### src/design/adc_cfg_pkg.sv
/*
  Shared constants, types and helpers for the converter input mode and
  comparator limit register block.
  Assumes a single 100 MHz clock and byte offsets inside a 64-byte window.
*/
package adc_cfg_pkg;

  localparam int NUM_INPUTS = 16;
  localparam int NUM_CMP = 6;
  localparam int LIMIT_W = 16;

  // Byte offsets inside the block window
  localparam logic [5:0] OFS_INPUT_MODE = 6'h00;
  localparam logic [5:0] OFS_LIMIT_FIRST = 6'h04;
  localparam logic [5:0] OFS_LIMIT_LAST = 6'h18;
  localparam logic [5:0] OFS_COMP_ENABLE = 6'h1C;
  localparam logic [5:0] OFS_LIMIT_FAULT = 6'h20;

  // Field positions: pair of bits per input, limits in halves
  localparam int DIFF_BIT_OFS = 1;
  localparam int SIGN_BIT_OFS = 0;
  localparam int HI_LSB = 16;
  localparam int LO_LSB = 0;

  localparam logic [31:0] RST_INPUT_MODE = 32'h0000_0000;
  localparam logic [31:0] RST_LIMIT = 32'h0000_0000;
  localparam logic [5:0] RST_COMP_ENABLE = 6'h00;
  localparam logic [5:0] RST_LIMIT_FAULT = 6'h00;
  localparam logic [31:0] RST_RDATA = 32'h0000_0000;

  localparam logic [2:0] HSIZE_BYTE = 3'h0;
  localparam logic [2:0] HSIZE_HALF = 3'h1;
  localparam int HTRANS_ACTIVE_BIT = 1;

  typedef logic [31:0] word_t;
  typedef logic [LIMIT_W-1:0] limit_t;
  typedef enum logic [1:0] {PH_IDLE, PH_WRITE, PH_READ} phase_t;

  function automatic word_t merge_bytes(word_t old_w, word_t new_w, logic [3:0] be);
    word_t res;
    res = old_w;
    for (int b = 0; b < 4; b++) begin
      if (be[b]) begin
        res[8*b +: 8] = new_w[8*b +: 8];
      end
    end
    return res;
  endfunction : merge_bytes

endpackage : adc_cfg_pkg

### src/design/ahb_lite_port.sv
/*
  AHB-Lite slave front end: captures the address phase and produces
  write and read strobes for the data phase.
  Assumes this slave's hreadyout is returned as the bus hready.
*/
`timescale 1ns/10ps
module ahb_lite_port (
  input wire logic core_clk_in, // 100 MHz clock
  input wire logic resetn_in, // Synchronous reset, active low
  input wire logic hsel_in, // Slave select
  input wire logic [31:0] haddr_in, // Byte address
  input wire logic [1:0] htrans_in, // Transfer type
  input wire logic hwrite_in, // Write when high
  input wire logic [2:0] hsize_in, // Transfer size
  input wire logic hready_in, // Bus ready
  output logic hreadyout_out, // Slave ready
  output logic hresp_out, // Always OKAY
  output logic wr_en_out, // Write data phase
  output logic rd_en_out, // Read wait cycle
  output logic [5:0] addr_out, // Latched byte offset
  output logic [3:0] be_out // Latched byte lanes
);
  import adc_cfg_pkg::*;

  phase_t phase_r;
  phase_t phase_nxt;
  logic [5:0] addr_r;
  logic [3:0] be_r;
  logic take;

  function automatic logic [3:0] lane_mask(logic [2:0] size, logic [1:0] a);
    logic [3:0] m;
    m = 4'hF;
    if (size == HSIZE_BYTE) begin
      m = 4'h1 << a;
    end else if (size == HSIZE_HALF) begin
      m = a[1] ? 4'hC : 4'h3;
    end
    return m;
  endfunction : lane_mask

  assign take = hsel_in & hready_in & htrans_in[HTRANS_ACTIVE_BIT];
  assign phase_nxt = take ? (hwrite_in ? PH_WRITE : PH_READ) : PH_IDLE;

  always_ff @(posedge core_clk_in) begin
    if (!resetn_in) begin
      phase_r <= PH_IDLE;
      addr_r <= 6'h00;
      be_r <= 4'h0;
    end else begin
      phase_r <= phase_nxt;
      if (take) begin
        addr_r <= haddr_in[5:0];
        be_r <= lane_mask(hsize_in, haddr_in[1:0]);
      end
    end
  end

  // One wait state on reads so a write just before is already visible
  assign hreadyout_out = (phase_r != PH_READ);
  assign hresp_out = 1'b0;
  assign wr_en_out = (phase_r == PH_WRITE);
  assign rd_en_out = (phase_r == PH_READ);
  assign addr_out = addr_r;
  assign be_out = be_r;

endmodule : ahb_lite_port

### src/design/limit_bank.sv
/*
  Six comparator limit words, each a high and a low 16-bit limit.
  Assumes writes arrive as one-cycle strobes with byte lanes.
*/
`timescale 1ns/10ps
module limit_bank (
  input wire logic core_clk_in, // 100 MHz clock
  input wire logic resetn_in, // Synchronous reset, active low
  input wire logic wr_en_in, // Limit write strobe
  input wire logic [2:0] slot_in, // Comparator index
  input wire logic [3:0] be_in, // Byte lanes
  input wire adc_cfg_pkg::word_t wdata_in, // Write data
  input wire logic [adc_cfg_pkg::NUM_CMP-1:0] enable_in, // Comparator enables
  output adc_cfg_pkg::word_t [adc_cfg_pkg::NUM_CMP-1:0] limit_word_out, // Readback
  output adc_cfg_pkg::limit_t [adc_cfg_pkg::NUM_CMP-1:0] high_out, // High limits
  output adc_cfg_pkg::limit_t [adc_cfg_pkg::NUM_CMP-1:0] low_out, // Low limits
  output logic [adc_cfg_pkg::NUM_CMP-1:0] violation_out // Write while enabled
);
  import adc_cfg_pkg::*;

  genvar k;
  generate
    for (k = 0; k < NUM_CMP; k++) begin : g_slot
      word_t limit_r;
      logic hit;
      assign hit = wr_en_in && (slot_in == 3'(k));
      always_ff @(posedge core_clk_in) begin
        if (!resetn_in) begin
          limit_r <= RST_LIMIT;
        end else if (hit) begin
          limit_r <= merge_bytes(limit_r, wdata_in, be_in);
        end
      end
      assign high_out[k] = limit_r[HI_LSB +: LIMIT_W];
      assign low_out[k] = limit_r[LO_LSB +: LIMIT_W];
      assign limit_word_out[k] = limit_r;
      assign violation_out[k] = hit && enable_in[k];
    end
  endgenerate

endmodule : limit_bank

### src/design/adc_input_mode_and_compare_limits.sv
/*
  Converter configuration registers: per-input mode and sign bits for
  inputs 16 to 31, six comparator limit words, comparator enables and a
  sticky flag of limit writes made while the written word's comparator was enabled.
  Assumes an AHB-Lite master with single word-or-smaller transfers and
  that this slave's hreadyout is fed back as hready.
*/
// How it works
// - odd bit of pair selects differential input
// - bit below it selects signed results
// - upper half holds 16-bit high limit
// - lower half holds 16-bit low limit
`timescale 1ns/10ps
module adc_input_mode_and_compare_limits (
  input wire logic core_clk_in, // 100 MHz clock
  input wire logic resetn_in, // Synchronous reset, active low
  input wire logic hsel_in, // AHB slave select
  input wire logic [31:0] haddr_in, // AHB byte address
  input wire logic [1:0] htrans_in, // AHB transfer type
  input wire logic hwrite_in, // AHB write
  input wire logic [2:0] hsize_in, // AHB size
  input wire adc_cfg_pkg::word_t hwdata_in, // AHB write data
  input wire logic hready_in, // AHB bus ready
  output adc_cfg_pkg::word_t hrdata_out, // AHB read data
  output logic hreadyout_out, // AHB slave ready
  output logic hresp_out, // AHB response
  output logic [adc_cfg_pkg::NUM_INPUTS-1:0] input_differential_select_out, // Inputs 16-31
  output logic [adc_cfg_pkg::NUM_INPUTS-1:0] input_signed_select_out, // Inputs 16-31
  output adc_cfg_pkg::limit_t [adc_cfg_pkg::NUM_CMP-1:0] compare_high_limit_out, // High
  output adc_cfg_pkg::limit_t [adc_cfg_pkg::NUM_CMP-1:0] compare_low_limit_out, // Low
  output logic [adc_cfg_pkg::NUM_CMP-1:0] comparator_enable_bit_out // Enables
);
  import adc_cfg_pkg::*;

  //////////////////////////////////////////////////////////////////////////////
  // Bus front end

  logic wr_en;
  logic rd_en;
  logic [5:0] addr;
  logic [3:0] be;

  ahb_lite_port u_port (
    .core_clk_in(core_clk_in),
    .resetn_in(resetn_in),
    .hsel_in(hsel_in),
    .haddr_in(haddr_in),
    .htrans_in(htrans_in),
    .hwrite_in(hwrite_in),
    .hsize_in(hsize_in),
    .hready_in(hready_in),
    .hreadyout_out(hreadyout_out),
    .hresp_out(hresp_out),
    .wr_en_out(wr_en),
    .rd_en_out(rd_en),
    .addr_out(addr),
    .be_out(be)
  );

  //////////////////////////////////////////////////////////////////////////////
  // Address decode, shared by reads and writes

  function automatic logic word_hit(logic [5:0] a, logic [5:0] ofs);
    return a[5:2] == ofs[5:2];
  endfunction : word_hit

  function automatic logic limit_hit(logic [5:0] a);
    return (a[5:2] >= OFS_LIMIT_FIRST[5:2]) && (a[5:2] <= OFS_LIMIT_LAST[5:2]);
  endfunction : limit_hit

  logic sel_mode;
  logic sel_limit;
  logic sel_enable;
  logic sel_fault;
  logic [3:0] slot_wide;
  logic [2:0] slot;

  assign sel_mode = word_hit(addr, OFS_INPUT_MODE);
  assign sel_limit = limit_hit(addr);
  assign sel_enable = word_hit(addr, OFS_COMP_ENABLE);
  assign sel_fault = word_hit(addr, OFS_LIMIT_FAULT);
  assign slot_wide = addr[5:2] - OFS_LIMIT_FIRST[5:2];
  assign slot = slot_wide[2:0];

  //////////////////////////////////////////////////////////////////////////////
  // Registers

  word_t mode_r;
  word_t mode_nxt;
  logic [NUM_CMP-1:0] enable_r;
  logic [NUM_CMP-1:0] enable_nxt;
  logic [NUM_CMP-1:0] fault_r;
  logic [NUM_CMP-1:0] fault_nxt;
  logic [NUM_CMP-1:0] fault_clr;
  logic [NUM_CMP-1:0] violation;
  word_t hrdata_r;
  word_t rd_word;
  word_t enable_word;
  word_t fault_word;
  word_t [NUM_CMP-1:0] limit_word;

  assign mode_nxt = (wr_en && sel_mode) ? merge_bytes(mode_r, hwdata_in, be) : mode_r;
  assign enable_word = word_t'(enable_r);
  assign fault_word = word_t'(fault_r);
  assign enable_nxt = (wr_en && sel_enable) ?
                      NUM_CMP'(merge_bytes(enable_word, hwdata_in, be)) : enable_r;
  assign fault_clr = (wr_en && sel_fault && be[0]) ? hwdata_in[NUM_CMP-1:0] : '0;
  // A new violation outranks a clear in the same cycle
  assign fault_nxt = (fault_r & ~fault_clr) | violation;

  always_ff @(posedge core_clk_in) begin
    if (!resetn_in) begin
      mode_r <= RST_INPUT_MODE;
      enable_r <= RST_COMP_ENABLE;
      fault_r <= RST_LIMIT_FAULT;
    end else begin
      mode_r <= mode_nxt;
      enable_r <= enable_nxt;
      fault_r <= fault_nxt;
    end
  end

  limit_bank u_limits (
    .core_clk_in(core_clk_in),
    .resetn_in(resetn_in),
    .wr_en_in(wr_en && sel_limit),
    .slot_in(slot),
    .be_in(be),
    .wdata_in(hwdata_in),
    .enable_in(enable_r),
    .limit_word_out(limit_word),
    .high_out(compare_high_limit_out),
    .low_out(compare_low_limit_out),
    .violation_out(violation)
  );

  //////////////////////////////////////////////////////////////////////////////
  // Read path; unmapped offsets read zero

  assign rd_word = sel_mode ? mode_r :
                   sel_limit ? limit_word[slot] :
                   sel_enable ? enable_word :
                   sel_fault ? fault_word : RST_RDATA;

  always_ff @(posedge core_clk_in) begin
    if (!resetn_in) begin
      hrdata_r <= RST_RDATA;
    end else if (rd_en) begin
      hrdata_r <= rd_word;
    end
  end

  assign hrdata_out = hrdata_r;

  //////////////////////////////////////////////////////////////////////////////
  // Per-input mode outputs

  genvar i;
  generate
    for (i = 0; i < NUM_INPUTS; i++) begin : g_input
      assign input_differential_select_out[i] = mode_r[2*i + DIFF_BIT_OFS];
      assign input_signed_select_out[i] = mode_r[2*i + SIGN_BIT_OFS];
    end
  endgenerate

  assign comparator_enable_bit_out = enable_r;

  //////////////////////////////////////////////////////////////////////////////
  // Assertions

  logic a_take;
  logic a_full_wr;
  assign a_take = hsel_in && hready_in && htrans_in[HTRANS_ACTIVE_BIT];
  assign a_full_wr = wr_en && (be == 4'hF);
endmodule : adc_input_mode_and_compare_limits

### config.mk
export PLATFORM = sky130hd
export DESIGN_NAME = adc_input_mode_and_compare_limits
export DESIGN_NICKNAME = d
export VERILOG_FILES = /design/src/design/adc_cfg_pkg.sv /design/src/design/ahb_lite_port.sv /design/src/design/limit_bank.sv /design/src/design/adc_input_mode_and_compare_limits.sv
export SDC_FILE = /design/constraint.sdc
export NUM_CORES = 1
export LEC_CHECK = 0
export ABC_CLOCK_PERIOD_IN_PS = 9300
export BUFFER_PORTS_ARGS = -buffer_cell sky130_fd_sc_hd__clkbuf_2
export CAP_MARGIN = 40
export CELL_PAD_IN_SITES_DETAIL_PLACEMENT = 1
export CELL_PAD_IN_SITES_GLOBAL_PLACEMENT = 2
export CORE_UTILIZATION = 34
export CTS_CLUSTER_SIZE = 28
export DETAILED_ROUTE_END_ITERATION = 10
export PLACE_DENSITY_LB_ADDON = 0.1
export SLEW_MARGIN = 20
export SYNTH_ARGS = -nofsm -noshare
export SYNTH_HDL_FRONTEND = slang
export SYNTH_SLANG_ARGS = --single-unit
### constraint.sdc
create_clock -name core_clk_in -period 9.3 [get_ports core_clk_in]
set_input_delay 1.86 -clock core_clk_in [delete_from_list [all_inputs] [get_ports core_clk_in]]
set_output_delay 1.86 -clock core_clk_in [all_outputs]
set_load 0.02 [all_outputs]
==> impl_results.rst <==
.. list-table::
   :header-rows: 1

   * - Metric
     - Value
   * - Reported net switching power
     - 0.000631 W
   * - Iteration count of the initial detailed-routing pass
     - 4
   * - Result of the run
     - complete, no violations
   * - Slew Viols, Final
     - 0
   * - Final worst hold slack
     - 0.474 ns
   * - Synthesis-to-layout area growth
     - 23.2%
   * - Cell with the most instances after synthesis
     - dfxtp_1
   * - Shortest period the worst path allows
     - 3.67 ns
   * - Die H
     - 196 µm
   * - I/O Buffers
     - 309
   * - Post-DR wirelength/cell
     - between 20 and 25 µm
   * - TritonCTS clock tree
     - yes
   * - Worst clock skew
     - between 0.02 and 0.025 ns
   * - Ys flop type
     - dfxtp_1
   * - Clock root buffer
     - clkbuf_16
   * - Slowest-stage cell, CP
     - nor3_4
   * - Number of synthesized flops with an enable pin
     - 0
   * - Resized cells post-CTS
     - 0
   * - Number of clock sinks
     - ~280
   * - Maximum cell stage delay along the critical path
     - 0.67 ns
   * - Count of different cell masters after synthesis
     - between 40 and 50
   * - Total power draw
     - 0.00266 W
   * - Number of diodes
     - 0
   * - Worst Path Max Fanout
     - 31
   * - CTS hold repair buffers
     - 0
   * - Wire length of the first global-routing pass
     - slightly below 70,000 µm
   * - Crit start category
     - register
   * - Highest ir drop seen on vdd
     - around 130 µV
   * - # fillers
     - 4,226
   * - Cell area after synthesis
     - 0.0127 mm²
   * - Mapped Cells
     - 1,322
   * - TritonCTS buffer count
     - 35
   * - Clock latency at the later pin of the worst-skew pair
     - around 0.52 ns
   * - Register bit total from synthesis
     - about 280
   * - Transition time at the pin with the least slew margin
     - around 1.3 ns
   * - First-iteration detailed-routing DRC count
     - 451
   * - Sum Neg Setup Slack
     - 0 ns
   * - Startpoint-to-endpoint class of the critical path
     - register to register
   * - Number of rows in the core area
     - 70
   * - Number of setup violations in the final report
     - 0
   * - Sequential area share after synthesis
     - 43.7%
   * - Wirelength, routed
     - roughly 45,000 µm
   * - Max clock buf depth
     - 3
   * - Largest area contributor in the synthesized netlist
     - dfxtp_1
   * - Layout cells sized above 1
     - about a quarter
   * - Unrepaired setup endpoints after global routing
     - no
   * - Power share of the sequential group
     - 45.2%
   * - Fmax
     - 273 MHz
   * - Static leakage
     - 6.32 nW
   * - Part of the power in combinational logic
     - 6.0%
   * - Critical path required time
     - 9.69 ns
   * - Proportion of netlist area held by the largest area contributor
     - 43.7%
   * - Vias in the first global route
     - about 11k
   * - Share of the cycle needed by the critical path after routing
     - between 30% and 40%
   * - Starting utilization of the core area
     - 34.7%
   * - Most instantiated cells after synthesis
     - dfxtp_1 (278), mux2i_1 (218), nand2_1 (185)
   * - Async S/R FF share, synth
     - 0%
   * - Cell-internal power
     - about 0.002 W
   * - Number of nets in the finished design
     - 1,653
   * - MaxCap Viol Count
     - 0
   * - Share of total power in the clock network
     - 48.8%
   * - Final Wtd Congestion
     - 0.774
   * - Die Wd
     - 196 µm
   * - Kind of capture point of the worst setup path
     - register
   * - Remaining antenna violation count after routing
     - 0
   * - Gr usage total
     - 23.3%
   * - Sum of overflow across all layers after global routing
     - 0
   * - Synthesized Nets
     - around 1.4k
   * - Areal power density over the cells
     - 170 mW/mm²
   * - Syn. warnings
     - 0
   * - Switching power share of the total
     - between 20% and 30%
   * - Top post-synthesis cells by area
     - dfxtp_1 (44%), mux2i_1 (17%), nor2b_1 (7.9%)
   * - Die area
     - 0.0382 mm²
   * - Critical path arrival
     - 4.06 ns
   * - Detailed-placement wirelength estimate
     - around 30,000 µm
   * - Vias after detailed routing
     - 10.6k
   * - I/O pin total
     - 338
   * - Maximum number of pins on one net before global-route repair
     - 261
   * - Deepest level of the CTS H-tree
     - 2
   * - Cell-by-cell listing of the critical path
     - inv_1 > ha_1 > ha_2 > buf_4 > nand2_1 > nor3_4 > mux2i_1 > nor2b_1
   * - Slew headroom
     - 15.4%
   * - Clock transition at path regs
     - 0.06 ns
   * - Final-report hold violation count
     - 0
   * - Post-detailed-route DRC marker count
     - 0
   * - Core area
     - 0.0367 mm²
   * - Antenna violations before repair
     - 0
   * - Post-CTS Repair Setup Buffers
     - 0
   * - Routed via count divided by cell count
     - 5.15
   * - Min-delay worst type
     - register to register
   * - Avg Cell Area, Syn
     - 9.63 µm²
[metrics by stage]
stage	setup slack, ns	util, %	cell area, µm²	cells
after floorplan	6.27	-	12700	1322
after global placement	5.62	39.5	14500	2000
after detailed placement	5.57	39.7	14600	2002
after CTS	5.54	42.6	15600	2062
after global routing	5.39	42.8	15700	2064
final	5.63	42.8	15700	2064
[per-layer routing]
| metal | track usage [%] | part of all wire, % | wire (µm) | up-vias |
|---|---|---|---|---|
| li1 | - | - | - | 5131 |
| met1 | 31.4 | 47 | 21100 | 5257 |
| met2 | 39.2 | 48 | 21500 | 203 |
| met3 | 3.71 | 3.9 | 1760 | 47 |
| met4 | 4.84 | 1.5 | 688 | 0 |
| met5 | 0 | 0 | 0 | - |
[logic make-up (layout without fill, tap and decap cells)]
| logic type | after synthesis | after routing | share of synthesized area, % |
|---|---|---|---|
| flops | 278 | 278 | 43.7 |
| fa+ha+maj | 6 | 6 | 0.589 |
| mux | 244 | 244 | 21.7 |
| buf+inv | 109 | 383 | 3.64 |
| simple gates | 510 | 510 | 21.5 |
| compound gates | 174 | 174 | 8.78 |
| other cells | 1 | 1 | 0.0294 |
[final timing paths]
| check | startpoint | end | slack, ns | depth (start not counted) |
|---|---|---|---|---|
| max | u_port.addr_out[2] | u_limits.g_slot[5].limit_r[31] | 5.63 | 8 |
| min | u_limits.g_slot[3].limit_r[19] | u_limits.g_slot[3].limit_r[19] | 0.47 | 2 |
| max reg2reg | u_port.addr_out[2] | u_limits.g_slot[5].limit_r[31] | 5.63 | 8 |
| min reg2reg | u_limits.g_slot[3].limit_r[19] | u_limits.g_slot[3].limit_r[19] | 0.47 | 2 |
[area by class of cell]
class | count | area (µm²) | share of cell area, %
multi-input combinational | 935 | 6730 | 42.9
sequential | 278 | 5570 | 35.5
timing repair buffer | 320 | 1710 | 10.9
clock buffer | 57 | 1070 | 6.83
tap | 468 | 586 | 3.73
clock inverter | 3 | 15.0 | 0.0957
inverter | 3 | 11.3 | 0.0718
[power groups by stage]
| stage | Sequential [W] | Combinational, W | Clock, W |
|---|---|---|---|
| 3_3_place_gp | 0.00123 | 0.000153 | 0 |
| 5_1_grt | 0.00120 | 0.000169 | 0.00138 |
| 3_5_place_dp | 0.00123 | 0.000157 | 0 |
| 4_1_cts | 0.00120 | 0.000157 | 0.00134 |
| 2_1_floorplan | 0.00123 | 0.0000935 | 0 |
| 6_report | 0.00120 | 0.000159 | 0.00130 |
[registers in the layout (all words and copies together) (netlist names)]
register and count:
u_port.phase_r 2, u_port.be_out 4, u_limits.g_slot.limit_r 192, comparator_enable_bit_out 6, u_port.addr_out 4, fault_r 6, mode_r 32, hrdata_out 32
[placed cells by master, fill, tap and decap left out, types with 6 or more instances in the layout]
master and n:
a211oi_1 26, a21boi_0 22, a21oi_1 13, a31oi_1 8
and3_1 7, buf_4 6, clkbuf_1 13, clkbuf_16 37
clkbuf_2 308, clkbuf_8 8, dfxtp_1 277, mux2i_1 218
mux4_2 26, nand2_1 185, nand3_1 47, nand3b_1 9
nor2_1 39, nor2b_1 160, nor3_4 7, nor3b_1 26
o21ai_0 58, o22ai_1 32, o31ai_1 6
[worst max-delay path: cells and delay by family (launching register included)]
| kind | cells | cell delay, ns |
|---|---|---|
| multiplexers | 1 | 0.27 |
| flip-flops | 1 | 0.61 |
| adder cells (fa/ha/maj) | 2 | 0.84 |
| buffers and inverters | 2 | 0.69 |
| AND/OR/NAND/NOR | 3 | 1.13 |
Power figures use the tool's default switching activity.
